==> src/shared/rea_pkg.sv <==
// Constants, types and register map of the reactive energy accumulator
`default_nettype none
package rea_pkg;
    // Register addresses
    localparam logic [7:0] ADDR_WAVE_SRC = 8'h0D;
    localparam logic [7:0] ADDR_NL_MODE = 8'h0E;
    localparam logic [7:0] ADDR_ACC_MODE = 8'h0F;
    localparam logic [7:0] ADDR_GAIN_OPT = 8'h1B;
    localparam logic [7:0] ADDR_IRQ_EN_LO = 8'hD9;
    localparam logic [7:0] ADDR_IRQ_EN_HI = 8'hDB;
    localparam logic [7:0] ADDR_IRQ_ST_LO = 8'hDC;
    localparam logic [7:0] ADDR_IRQ_ST_HI = 8'hDE;
    localparam logic [7:0] ADDR_GAIN_TRIM = 8'h20;
    localparam logic [7:0] ADDR_OFS_TRIM = 8'h21;
    localparam logic [7:0] ADDR_ENERGY = 8'h22;
    localparam logic [7:0] ADDR_ENERGY_RC = 8'h23;
    localparam logic [7:0] ADDR_DIVIDER = 8'h24;
    // Field positions
    localparam int NL_COMP_OFF_BIT = 7;
    localparam int NL_FIELD_LSB = 4;
    localparam int ACC_TAMPER_BIT = 2;
    localparam int ACC_ABS_BIT = 3;
    localparam int ACC_SIGN_DIR_BIT = 5;
    localparam int GAIN_SIGN_OPT_BIT = 7;
    localparam int ST_SIGN_BIT = 3;
    localparam int ST_NOLOAD_BIT = 5;
    localparam int ST_HALF_POS_BIT = 0;
    localparam int ST_HALF_NEG_BIT = 1;
    localparam int ST_OVF_BIT = 2;
    localparam int ST_UNF_BIT = 3;
    localparam int EN_HI_WAVE_BIT = 5;
    localparam int WAVE_RATE_LSB = 3;
    localparam logic [2:0] WAVE_SRC_REACTIVE = 3'h3;
    // Reset values
    localparam logic [7:0] RST_BYTE = 8'h00;
    localparam logic [11:0] RST_GAIN = 12'h000;
    localparam logic [15:0] RST_OFS = 16'h0000;
    localparam logic [48:0] RST_ACC = 49'h0;
    // Timing: one accumulation per this many master clock periods
    localparam int ACC_PERIOD_MCLK = 5;
    localparam int ACC_TICK_CYC = ACC_PERIOD_MCLK;
    localparam logic [2:0] ACC_TICK_LAST = 3'(ACC_TICK_CYC - 1);
    // Line frequency compensation
    localparam logic [6:0] FREQ_MIN_HZ = 7'h2D;
    localparam logic [6:0] FREQ_MAX_HZ = 7'h41;
    localparam logic [6:0] FREQ_NOM_HZ = 7'h32;
    localparam logic [13:0] COMP_UNITY = 14'h1000;
    // No-load thresholds in 1/256 sample LSB, fractions of full scale
    localparam longint FULL_SCALE = 64'h0000_0000_0040_0000;
    localparam logic [39:0] NL_THR_1 = 40'(FULL_SCALE * 256 * 15 / 100000);
    localparam logic [39:0] NL_THR_2 = 40'(FULL_SCALE * 256 * 75 / 1000000);
    localparam logic [39:0] NL_THR_3 = 40'(FULL_SCALE * 256 * 37 / 1000000);

    typedef struct packed {
        logic [7:0] addr;
        logic wr;
        logic rd;
        logic [23:0] wdata;
    } rea_reg_req_s;

    typedef struct packed {
        logic valid;
        logic signed [23:0] power;
    } rea_sample_s;

    typedef enum logic [2:0] {
        MODE_SIGNED = 3'b001,
        MODE_TAMPER = 3'b010,
        MODE_ABSOLUTE = 3'b100
    } rea_mode_e;
endpackage
`default_nettype wire

==> src/rea_core.sv <==
// Reactive power trim, sign and no-load detection, and energy accumulation
//
// Contract
// - Compensate line frequency 45..65 Hz; bit 7 of no-load mode disables.
// - Scale power by one plus signed 12-bit gain over 4096.
// - Add signed 16-bit offset trim into reactive power.
// - 256 offset LSBs equal one waveform sample LSB.
// - Phase shift is -90 degrees with integrator on, +90 off.
// - Angle 0..90 gives positive, -90..0 negative, either integrator state.
// - Sign change watched on filtered power or per pulse, by option bit.
// - Sign change sets flag; enabled flag holds interrupt until cleared.
// - Direction bit clear: flag on positive-to-negative transition.
// - Direction bit set: flag on negative-to-positive transition.
// - Below no-load threshold: no accumulation, no-load flag set.
// - Enabled no-load flag holds interrupt until software clears it.
// - No-load field: 00 off, 01/10/11 select 0.015/0.0075/0.0037 percent.
// - Signed 49-bit accumulator, upper 24 bits visible as energy view.
// - One sample accumulated every five master clock periods.
// - Both mode bits clear: signed accumulation.
// - Both mode bits set: absolute accumulation takes priority.
// - Anti-tamper: add when active power positive, subtract when negative.
// - Absolute mode accumulates magnitude of reactive power.
// - Divide by 8-bit divider; zero means divide by one.
// - Read-clear register returns view and clears upper 24 bits.
// - Waveform samples at four decimated rates when selected and enabled.
// - Energy view wraps across full scale in both directions.
// - Interrupts on half-full either sign, overflow and underflow.
`timescale 1ns/1ps
`default_nettype none
module rea_core
(
    input wire logic clock,
    input wire logic resetn,
    input wire rea_pkg::rea_reg_req_s reg_req,
    output logic [23:0] reg_rdata,
    input wire rea_pkg::rea_sample_s sample_in,
    input wire logic integrator_on,
    input wire logic active_power_negative,
    input wire logic frequency_output_pulse,
    input wire logic [6:0] line_freq_hz,
    output logic phase_shift_negative,
    output logic [23:0] wave_data,
    output logic wave_valid,
    output logic meas_irq_pending
);
    logic [7:0] wave_src_ff;
    logic [7:0] nl_mode_ff;
    logic [7:0] acc_mode_ff;
    logic [7:0] gain_opt_ff;
    logic [7:0] irq_en_lo_ff;
    logic [7:0] irq_en_hi_ff;
    logic [7:0] irq_st_lo_ff;
    logic [7:0] irq_st_hi_ff;
    logic [11:0] gain_trim_ff;
    logic [15:0] ofs_trim_ff;
    logic [7:0] divider_ff;
    logic signed [48:0] acc_ff;
    logic signed [39:0] q_ff;
    logic q_new_ff;
    logic signed [39:0] qdiv_ff;
    logic [2:0] tick_cnt_ff;
    logic [2:0] wave_cnt_ff;
    logic sign_prev_ff;
    logic sign_seen_ff;
    logic [23:0] nxt_rdata;
    logic [7:0] nxt_st_lo;
    logic [7:0] nxt_st_hi;
    logic signed [48:0] nxt_acc;

    function automatic logic [13:0] comp_factor(input logic [6:0] f, input logic off);
        logic [6:0] fc;
        logic [20:0] num;
        fc = f;
        num = 21'h0;
        if (fc < rea_pkg::FREQ_MIN_HZ)
            fc = rea_pkg::FREQ_MIN_HZ;
        else if (fc > rea_pkg::FREQ_MAX_HZ)
            fc = rea_pkg::FREQ_MAX_HZ;
        num = {14'h0, fc} * {7'h0, rea_pkg::COMP_UNITY};
        if (off)
            comp_factor = rea_pkg::COMP_UNITY;
        else
            comp_factor = 14'(num / {14'h0, rea_pkg::FREQ_NOM_HZ});
    endfunction

    function automatic logic signed [39:0] magnitude(input logic signed [39:0] v);
        magnitude = v[39] ? -v : v;
    endfunction

    // Register writes
    always_ff @(posedge clock or negedge resetn)
    begin
        if (!resetn)
        begin
            wave_src_ff <= rea_pkg::RST_BYTE;
            nl_mode_ff <= rea_pkg::RST_BYTE;
            acc_mode_ff <= rea_pkg::RST_BYTE;
            gain_opt_ff <= rea_pkg::RST_BYTE;
            irq_en_lo_ff <= rea_pkg::RST_BYTE;
            irq_en_hi_ff <= rea_pkg::RST_BYTE;
            gain_trim_ff <= rea_pkg::RST_GAIN;
            ofs_trim_ff <= rea_pkg::RST_OFS;
            divider_ff <= rea_pkg::RST_BYTE;
        end
        else if (reg_req.wr)
        begin
            if (reg_req.addr == rea_pkg::ADDR_WAVE_SRC)
                wave_src_ff <= reg_req.wdata[7:0];
            else if (reg_req.addr == rea_pkg::ADDR_NL_MODE)
                nl_mode_ff <= reg_req.wdata[7:0];
            else if (reg_req.addr == rea_pkg::ADDR_ACC_MODE)
                acc_mode_ff <= reg_req.wdata[7:0];
            else if (reg_req.addr == rea_pkg::ADDR_GAIN_OPT)
                gain_opt_ff <= reg_req.wdata[7:0];
            else if (reg_req.addr == rea_pkg::ADDR_IRQ_EN_LO)
                irq_en_lo_ff <= reg_req.wdata[7:0];
            else if (reg_req.addr == rea_pkg::ADDR_IRQ_EN_HI)
                irq_en_hi_ff <= reg_req.wdata[7:0];
            else if (reg_req.addr == rea_pkg::ADDR_GAIN_TRIM)
                gain_trim_ff <= reg_req.wdata[11:0];
            else if (reg_req.addr == rea_pkg::ADDR_OFS_TRIM)
                ofs_trim_ff <= reg_req.wdata[15:0];
            else if (reg_req.addr == rea_pkg::ADDR_DIVIDER)
                divider_ff <= reg_req.wdata[7:0];
        end
    end

    // Trim chain
    logic signed [24:0] p_in;
    logic signed [13:0] gain_f;
    logic signed [38:0] prod_g;
    logic signed [26:0] gained;
    logic signed [14:0] comp_f;
    logic signed [41:0] prod_c;
    logic signed [29:0] compd;
    logic signed [39:0] q_w;

    // Integrator on selects -90 shift, which inverts the product
    assign phase_shift_negative = integrator_on;
    assign p_in = integrator_on ? -{sample_in.power[23], sample_in.power}
                                : {sample_in.power[23], sample_in.power};
    assign gain_f = $signed(rea_pkg::COMP_UNITY) + {{2{gain_trim_ff[11]}}, gain_trim_ff};
    assign prod_g = p_in * gain_f;
    assign gained = prod_g[38:12];
    assign comp_f = $signed({1'b0,
        comp_factor(line_freq_hz, nl_mode_ff[rea_pkg::NL_COMP_OFF_BIT])});
    assign prod_c = gained * comp_f;
    assign compd = prod_c[41:12];
    // Offset sits eight bits below the sample LSB
    assign q_w = {{2{compd[29]}}, compd, 8'h00}
                 + {{24{ofs_trim_ff[15]}}, ofs_trim_ff};

    always_ff @(posedge clock or negedge resetn)
    begin
        if (!resetn)
        begin
            q_ff <= 40'sh0;
            q_new_ff <= 1'b0;
        end
        else
        begin
            q_new_ff <= sample_in.valid;
            if (sample_in.valid)
                q_ff <= q_w;
        end
    end

    // Divider stage, zero treated as one
    logic [7:0] div_eff;
    assign div_eff = (divider_ff == 8'h00) ? 8'h01 : divider_ff;

    always_ff @(posedge clock or negedge resetn)
    begin
        if (!resetn)
            qdiv_ff <= 40'sh0;
        else
            qdiv_ff <= q_ff / $signed({32'h0, div_eff});
    end

    // No-load detection
    logic [1:0] nl_field;
    logic [39:0] nl_thr;
    logic nl_active;
    assign nl_field = nl_mode_ff[rea_pkg::NL_FIELD_LSB +: 2];
    always_comb
    begin
        case (nl_field)
            2'h1: nl_thr = rea_pkg::NL_THR_1;
            2'h2: nl_thr = rea_pkg::NL_THR_2;
            2'h3: nl_thr = rea_pkg::NL_THR_3;
            default: nl_thr = 40'h0;
        endcase
    end
    assign nl_active = (nl_field != 2'h0) && ($unsigned(magnitude(q_ff)) < nl_thr);

    // Accumulation mode, absolute has priority
    rea_pkg::rea_mode_e mode;
    always_comb
    begin
        if (acc_mode_ff[rea_pkg::ACC_ABS_BIT])
            mode = rea_pkg::MODE_ABSOLUTE;
        else if (acc_mode_ff[rea_pkg::ACC_TAMPER_BIT])
            mode = rea_pkg::MODE_TAMPER;
        else
            mode = rea_pkg::MODE_SIGNED;
    end

    logic signed [39:0] inc;
    always_comb
    begin
        case (mode)
            rea_pkg::MODE_TAMPER: inc = active_power_negative ? -qdiv_ff : qdiv_ff;
            rea_pkg::MODE_ABSOLUTE: inc = magnitude(qdiv_ff);
            default: inc = qdiv_ff;
        endcase
    end

    // Five-period accumulation tick
    logic tick;
    assign tick = (tick_cnt_ff == rea_pkg::ACC_TICK_LAST);
    always_ff @(posedge clock or negedge resetn)
    begin
        if (!resetn)
            tick_cnt_ff <= 3'h0;
        else if (tick)
            tick_cnt_ff <= 3'h0;
        else
            tick_cnt_ff <= tick_cnt_ff + 3'h1;
    end

    logic rc_read;
    logic signed [48:0] acc_base;
    assign rc_read = reg_req.rd && (reg_req.addr == rea_pkg::ADDR_ENERGY_RC);
    assign acc_base = rc_read ? {24'h0, acc_ff[24:0]} : acc_ff;
    always_comb
    begin
        if (tick && !nl_active)
            nxt_acc = acc_base + {{9{inc[39]}}, inc};
        else
            nxt_acc = acc_base;
    end

    always_ff @(posedge clock or negedge resetn)
    begin
        if (!resetn)
            acc_ff <= rea_pkg::RST_ACC;
        else
            acc_ff <= nxt_acc;
    end

    // Energy range events from the top two bits
    logic [1:0] top_old;
    logic [1:0] top_new;
    logic acc_step;
    assign top_old = acc_base[48:47];
    assign top_new = nxt_acc[48:47];
    assign acc_step = tick && !nl_active;

    // Sign change detection
    logic sign_opt_pulse;
    logic sign_sample;
    logic sign_now;
    logic sign_event;
    assign sign_opt_pulse = gain_opt_ff[rea_pkg::GAIN_SIGN_OPT_BIT];
    assign sign_sample = sign_opt_pulse ? frequency_output_pulse : q_new_ff;
    assign sign_now = q_ff[39];
    always_comb
    begin
        sign_event = 1'b0;
        if (sign_sample && sign_seen_ff && (sign_now != sign_prev_ff))
        begin
            if (acc_mode_ff[rea_pkg::ACC_SIGN_DIR_BIT])
                sign_event = !sign_now;
            else
                sign_event = sign_now;
        end
    end

    always_ff @(posedge clock or negedge resetn)
    begin
        if (!resetn)
        begin
            sign_prev_ff <= 1'b0;
            sign_seen_ff <= 1'b0;
        end
        else if (sign_sample)
        begin
            sign_prev_ff <= sign_now;
            sign_seen_ff <= 1'b1;
        end
    end

    // Status flags, write one to clear, a new event wins over the clear
    logic [7:0] clr_lo;
    logic [7:0] clr_hi;
    always_comb
    begin
        clr_lo = 8'h00;
        clr_hi = 8'h00;
        if (reg_req.wr && (reg_req.addr == rea_pkg::ADDR_IRQ_ST_LO))
            clr_lo = reg_req.wdata[7:0];
        if (reg_req.wr && (reg_req.addr == rea_pkg::ADDR_IRQ_ST_HI))
            clr_hi = reg_req.wdata[7:0];
        nxt_st_lo = irq_st_lo_ff & ~clr_lo;
        nxt_st_hi = irq_st_hi_ff & ~clr_hi;
        if (sign_event)
            nxt_st_lo[rea_pkg::ST_SIGN_BIT] = 1'b1;
        if (nl_active)
            nxt_st_lo[rea_pkg::ST_NOLOAD_BIT] = 1'b1;
        if (acc_step && top_old == 2'b00 && top_new == 2'b01)
            nxt_st_hi[rea_pkg::ST_HALF_POS_BIT] = 1'b1;
        if (acc_step && top_old == 2'b11 && top_new == 2'b10)
            nxt_st_hi[rea_pkg::ST_HALF_NEG_BIT] = 1'b1;
        if (acc_step && top_old == 2'b01 && top_new == 2'b10)
            nxt_st_hi[rea_pkg::ST_OVF_BIT] = 1'b1;
        if (acc_step && top_old == 2'b10 && top_new == 2'b01)
            nxt_st_hi[rea_pkg::ST_UNF_BIT] = 1'b1;
    end

    always_ff @(posedge clock or negedge resetn)
    begin
        if (!resetn)
        begin
            irq_st_lo_ff <= rea_pkg::RST_BYTE;
            irq_st_hi_ff <= rea_pkg::RST_BYTE;
        end
        else
        begin
            irq_st_lo_ff <= nxt_st_lo;
            irq_st_hi_ff <= nxt_st_hi;
        end
    end

    // Pending while any enabled flag stands
    assign meas_irq_pending = |(irq_st_lo_ff & irq_en_lo_ff)
                              | |(irq_st_hi_ff & irq_en_hi_ff);

    // Waveform output, decimated by 1, 2, 4 or 8
    logic [1:0] wave_rate;
    logic [2:0] wave_mask;
    logic wave_on;
    assign wave_rate = wave_src_ff[rea_pkg::WAVE_RATE_LSB +: 2];
    assign wave_on = (wave_src_ff[2:0] == rea_pkg::WAVE_SRC_REACTIVE)
                     && irq_en_hi_ff[rea_pkg::EN_HI_WAVE_BIT];
    always_comb
    begin
        case (wave_rate)
            2'h1: wave_mask = 3'h1;
            2'h2: wave_mask = 3'h3;
            2'h3: wave_mask = 3'h7;
            default: wave_mask = 3'h0;
        endcase
    end

    always_ff @(posedge clock or negedge resetn)
    begin
        if (!resetn)
        begin
            wave_cnt_ff <= 3'h0;
            wave_valid <= 1'b0;
            wave_data <= 24'h0;
        end
        else
        begin
            wave_valid <= 1'b0;
            if (q_new_ff)
            begin
                wave_cnt_ff <= wave_cnt_ff + 3'h1;
                if (wave_on && ((wave_cnt_ff & wave_mask) == 3'h0))
                begin
                    wave_valid <= 1'b1;
                    wave_data <= q_ff[31:8];
                end
            end
        end
    end

    // Read port
    always_comb
    begin
        nxt_rdata = 24'h0;
        if (reg_req.addr == rea_pkg::ADDR_WAVE_SRC)
            nxt_rdata = {16'h0, wave_src_ff};
        else if (reg_req.addr == rea_pkg::ADDR_NL_MODE)
            nxt_rdata = {16'h0, nl_mode_ff};
        else if (reg_req.addr == rea_pkg::ADDR_ACC_MODE)
            nxt_rdata = {16'h0, acc_mode_ff};
        else if (reg_req.addr == rea_pkg::ADDR_GAIN_OPT)
            nxt_rdata = {16'h0, gain_opt_ff};
        else if (reg_req.addr == rea_pkg::ADDR_IRQ_EN_LO)
            nxt_rdata = {16'h0, irq_en_lo_ff};
        else if (reg_req.addr == rea_pkg::ADDR_IRQ_EN_HI)
            nxt_rdata = {16'h0, irq_en_hi_ff};
        else if (reg_req.addr == rea_pkg::ADDR_IRQ_ST_LO)
            nxt_rdata = {16'h0, irq_st_lo_ff};
        else if (reg_req.addr == rea_pkg::ADDR_IRQ_ST_HI)
            nxt_rdata = {16'h0, irq_st_hi_ff};
        else if (reg_req.addr == rea_pkg::ADDR_GAIN_TRIM)
            nxt_rdata = {12'h0, gain_trim_ff};
        else if (reg_req.addr == rea_pkg::ADDR_OFS_TRIM)
            nxt_rdata = {8'h0, ofs_trim_ff};
        else if (reg_req.addr == rea_pkg::ADDR_DIVIDER)
            nxt_rdata = {16'h0, divider_ff};
        else if (reg_req.addr == rea_pkg::ADDR_ENERGY || reg_req.addr == rea_pkg::ADDR_ENERGY_RC)
            nxt_rdata = acc_ff[48:25];
    end

    always_ff @(posedge clock or negedge resetn)
    begin
        if (!resetn)
            reg_rdata <= 24'h0;
        else if (reg_req.rd)
            reg_rdata <= nxt_rdata;
    end
endmodule
`default_nettype wire

==> config.mk <==
export PLATFORM = sky130hd
export DESIGN_NAME = rea_core
export DESIGN_NICKNAME = d
export VERILOG_FILES = /design/src/shared/rea_pkg.sv /design/src/rea_core.sv
export SDC_FILE = /design/constraint.sdc
export NUM_CORES = 2
export LEC_CHECK = 0
export ABC_CLOCK_PERIOD_IN_PS = 286400
export BUFFER_PORTS_ARGS = -buffer_cell sky130_fd_sc_hd__buf_4
export CORE_MARGIN = 10
export CORE_UTILIZATION = 30
export DETAILED_ROUTE_END_ITERATION = 10
export PLACE_DENSITY = 0.55
export SLEW_MARGIN = 25
export SYNTH_ARGS = -nofsm -noshare
export SYNTH_HDL_FRONTEND = slang
export SYNTH_SLANG_ARGS = --single-unit
==> constraint.sdc <==
create_clock -name clock -period 286.4 [get_ports clock]
set_clock_uncertainty 0.05 [all_clocks]
set_input_delay 14.32 -clock clock [delete_from_list [all_inputs] [get_ports clock]]
set_output_delay 14.32 -clock clock [all_outputs]
set_load 0.01 [all_outputs]
-- Word-level counts from Yosys, hierarchy flattened
Index checks and enable logic that the tools add are counted.
W data, S select, Z words.
- add/subtract/negate cells: 8
- equal/unequal tests: 29
- bitwise operators: 16
- $mul: 2
- div/mod/pow operators: 2
- multiplexer cells: 41
- magnitude comparators: 3
- reduce and logical (&&, ||, !) cells: 36
- operators with widths (cell ; number):
    $mux W24 ; 12
    $mux W40 ; 3
    $mux W49 ; 2
    $neg A40 Y40 ; 2
    $pmux W40 S2 ; 1
    $pmux W18 S3 ; 1
    $add A49 B49 Y49 ; 1
    $mul A27 B15 Y42 ; 1
    $div A40 B9 Y40 ; 1
    $eq A8 B6 Y1 const B ; 5
    $lt A40 B40 Y1 ; 1
    $add A38 B16 Y39 ; 1
    $mul A25 B14 Y39 ; 1
    $and A8 B8 Y8 ; 4
    $eq A8 B8 Y1 const B ; 4
    $mux W25 ; 1
    $neg A25 Y25 ; 1
    $eq A8 B4 Y1 const B ; 3
    $mux W8 ; 3
    $div A19 B6 Y21 const B ; 1
    $logic_and A1 B1 Y1 ; 17
    $not A8 Y8 ; 2
    $reduce_or A8 Y1 ; 2
    $add A13 B14 Y14 const A ; 1
    other kinds (33) ; 66
- output and inout port bits: 51
- register bits: 287

-- Depth between registers and ports, before layout
- depth in word-level cells: 14
- gate-level depth with buffers: 641
- depth with buffers taken out: 587

-- Least setup slack after synthesis
Ideal clock, no wire load.
- path type: register to register
- from: reg divider_ff[6]
- to: reg qdiv_ff[38]
- data arrival time: 116172 ps
- stages on the path, launching flop included: 620
- path slack: 170098 ps
- buffers on the path: 54
- path through: dfrtp_1 -> nor3_1 -> nand2_1 -> nor3_1 -> or2_2 -> inv_1 -> ha_1 -> o21a_1 -> nor2b_1 -> ha_1 -> o21a_1 -> o21ai_0 -> nor2_1 -> mux2i_1 -> ha_1 -> o211ai_1 -> a211oi_1 -> nor2b_1 -> [584 not listed] -> a2111oi_0 -> nand3_1 -> a2111oi_0 -> nand3b_1 -> a221oi_1 -> o2111ai_1 -> a2111oi_4 -> nand4_2 -> inv_1 -> ha_1 -> and3_1 -> inv_1 -> or3_1 -> nor4_1 -> nand3_1 -> or3_1 -> o31ai_1 -> xnor2_1
- word-level cells in the longest chain between the ends: 3
- ends and longest elaborated chain (what ; RTL line ; text):
    from (decl) ; rea_core.sv:56 ; logic [7:0] divider_ff;
    from (signal assigned) ; rea_core.sv:103 ; divider_ff <= rea_pkg::RST_BYTE;
    from (signal assigned) ; rea_core.sv:124 ; divider_ff <= reg_req.wdata[7:0];
    $logic_not A8 Y1 ; rea_core.sv:170 ; assign div_eff = (divider_ff == 8'h00) ? 8'h01 : divider_ff;
    $mux W8 (*) ; rea_core.sv:170 ;
    $div A40 B9 Y40 (*) ; rea_core.sv:177 ; qdiv_ff <= q_ff / $signed({32'h0, div_eff});
    to (signal assigned) ; rea_core.sv:177 ;
    to (decl) ; rea_core.sv:60 ; logic signed [39:0] qdiv_ff;
Every way passes the cells marked *; elsewhere a longest branch is shown, timed or not.
A chain may end at the register's enable or synchronous reset.

-- Worst setup path after layout
- from: reg q_ff[10]
- to: reg qdiv_ff[38]
- word-level cells in the longest chain between the ends: 1
- ends and longest elaborated chain (what ; RTL line ; text):
    from (decl) ; rea_core.sv:58 ; logic signed [39:0] q_ff;
    from (signal assigned) ; rea_core.sv:164 ; q_ff <= q_w;
    $div A40 B9 Y40 ; rea_core.sv:177 ;
Every way passes these cells.

==> summary.txt <==
STA
  – Slew Viols, Final: 0
  – RSZ-0062 raised after global routing: false
  – Transition time of the tightest slew-check pin: approximately 1000 ps
  – Tmin final: about 140000 ps
  – Worst relative slew slack: 0.2873
  – Fmax: approximately 7.3 MHz
  – Setup TNS: 0 ps
  – Slack of the critical path: between 100000 and 150000 ps
  – Tcrit/Tclk final: 0.4799
  – # setup viols final: 0
  – Final hold violation count: 0

Placement
  – RD Place Congestion: approximately 0.9
  – Buffers on Ports: 113
  – Setup WS pre-CTS: roughly 150000 ps
  – DP Area: 76730 µm²
  – Post-DP HPWL: about 180000 µm

Cells and area
  – Layout fillers: 25090
  – Design area: 78000 µm²
  – Area growth from synthesis to layout: 8.506%
  – Commonest non-fill, non-tap cell in the layout: inv_1
  – Nets: between 10000 and 15000
  – Share of layout cells above drive strength 1: 0.08644
  – Most frequent cells in the layout: 877 x inv_1, 830 x nand2_1, 737 x nor2_1

Floorplanning
  – Core box area: between 200000 and 250000 µm²
  – Num rows: approximately 180
  – Die area: ~260000 µm²
  – IO Pins: approximately 120
  – Die W: about 510 µm
  – Die height: just over 500 µm
  – Initial core utilization: 0.3020

Synthesis
  – Seq cells post-synth: between 200 and 300
  – Top-area cell type share of the netlist area: 0.1813
  – Seq/Total Area, Yosys: 0.09955
  – Syn_area_per_cell: approximately 8 µm²
  – Top cells by area, synth: fa_1 18%, ha_1 10%, dfrtp_1 10%
  – EDFF count, synth: 0
  – Mapped cell area: 71890 µm²
  – Synth Instances: 8927
  – Yosys top cell by area: fa_1
  – Post-synthesis cell type count: between 100 and 150
  – FFs w/ async S/R, synth: 1.000
  – YS warnings: 0
  – Main synth FF type: dfrtp_1

GRT
  – Number of global-route vias before repair: 65490
  – Largest net degree at the start of global routing: approximately 170
  – Total GRT Usage: 0.1692
  – Grt ovf: 0
  – First-pass GRT wire length: between 300000 and 400000 µm
  – Initial antenna violation count: 14

Detailed routing
  – Drt first pass iters: 7
  – Remaining antenna violation count: 0
  – Drt total wl: between 200000 and 250000 µm
  – Initial DRC Count: 4223
  – Routed vias/inst: approximately 5.4
  – Vias: between 60000 and 70000
  – DR DRC count: 0
  – Wire per inst: about 19 µm

Worst setup path
  – Top cell by count, worst path: o21a_1
  – CP max stage cell: or4_1
  – Max stage delay on crit path: about 950 ps
  – CP required: 286850 ps
  – Type of origin of the critical path: flop
  – Crit Path Max Fanout: 28
  – WP data arrival: around 140000 ps
  – Crit Path Class: flop to flop
  – CP Capture Type: flop

Run
  – Max-cap viol count: 0

CTS
  – CTS Root Cell: clkbuf_16
  – Post-CTS Resized: 0
  – Maximum clock path buffer count: 3
  – Worst-path clk slew: roughly 60 ps
  – Post-CTS Setup Inserts: 0
  – Num CTS Buffers: 36
  – H-tree depth: 2
  – Clock Latency Late Sink: approximately 580 ps
  – Hold buffers post-CTS: 0
  – TritonCTS clock tree: done
  – Clk sinks: roughly 290

Worst hold path
  – HP Class: flop to flop

Run status
  – Status: finished, final reports clean
==> cell families after synthesis <==
kind of cell | Yosys count | synth area share
AO/OA/AOI/OAI | 2027 | 0.1982
XOR/XNOR | 598 | 0.07364
adder cells (fa/ha/maj) | 1246 | 0.2848
buffers and inverters | 1195 | 0.06351
flip-flops | 286 | 0.09955
multiplexers | 325 | 0.04971
other | 2 | 0.0001045
AND/OR/NAND/NOR | 3248 | 0.2305
==> metrics by stage <==
| stage | std cells | hold slack, ps | utilization |
|---|---|---|---|
| 2_1_floorplan | 8978 | 377.4 | - |
| 3_3_place_gp | 12080 | 388.9 | 0.3222 |
| 3_5_place_dp | 12080 | 415.0 | 0.3223 |
| 4_1_cts | 12140 | 427.4 | 0.3273 |
| 5_1_grt | 12150 | 441.6 | 0.3276 |
| 6_report | 12150 | 425.6 | 0.3276 |
==> synth_stat cells, types with 239 or more instances <==
master / number
inv_1: 885
nand2_1: 830
nor2_1: 741
fa_1: 651
ha_1: 593
a21oi_1: 438
xnor2_1: 377
nor3_1: 333
dfrtp_1: 286
o21ai_0: 272
clkbuf_1: 242
mux2_2: 239
==> routing by layer <==
layer,track usage,vias to the layer above,wire (µm)
met2,0.3024,1406,111300
li1,-,31360,-
met4,0.04779,0,6857
met5,0,-,0
met3,0.01150,282,8033
met1,0.2187,32190,99050
==> worst max-delay path, delay by kind of cell (launching register included) <==
family	cells	cell delay, ps
and+or+nand+nor	166	47750
muxes	10	3130
adders and majority gates	40	11740
AOI/OAI and AO/OA	282	67170
DFF	1	580
buffers and inverters	58	6420
xor gates and xnor gates	1	160
==> state kept, by name (all words and copies together) (netlist names), 12 cells and up <==
| name | cells |
|---|---|
| acc_ff | 49 |
| gain_trim_ff | 12 |
| ofs_trim_ff | 16 |
| q_ff | 39 |
| qdiv_ff | 40 |
| reg_rdata | 24 |
| wave_data | 24 |
==> final timing paths <==
check                               start         endpoint  slack, ps  cells past startpoint
max reg2reg                      q_ff[10]      qdiv_ff[38]     148940                    557
min reg2reg                tick_cnt_ff[0]   tick_cnt_ff[0]        430                      1
min                        tick_cnt_ff[0]   tick_cnt_ff[0]        430                      1
max in group asynchronous          resetn  gain_trim_ff[3]     271020                      3
min in group asynchronous          resetn    wave_data[20]      13560                      1
max                              q_ff[10]      qdiv_ff[38]     148940                    557
==> layout make-up <==
| cell class | count | area [µm²] | share of cell area |
|---|---|---|---|
| Clock inverter | 21 | 236.5 | 0.003032 |
| Clock buffer | 44 | 950.9 | 0.01219 |
| Timing Repair Buffer | 237 | 1817 | 0.02329 |
| Inverter | 892 | 3348 | 0.04292 |
| Antenna cell | 5 | 12.51 | 0.0001604 |
| Sequential cell | 286 | 7162 | 0.09181 |
| Tap cell | 3167 | 3963 | 0.05080 |
| Multi-Input combinational cell | 7497 | 60510 | 0.7758 |
Power is left out: the tool's default activity adds up to more than one toggle a clock period on the data nets, which glitch-free logic cannot reach.
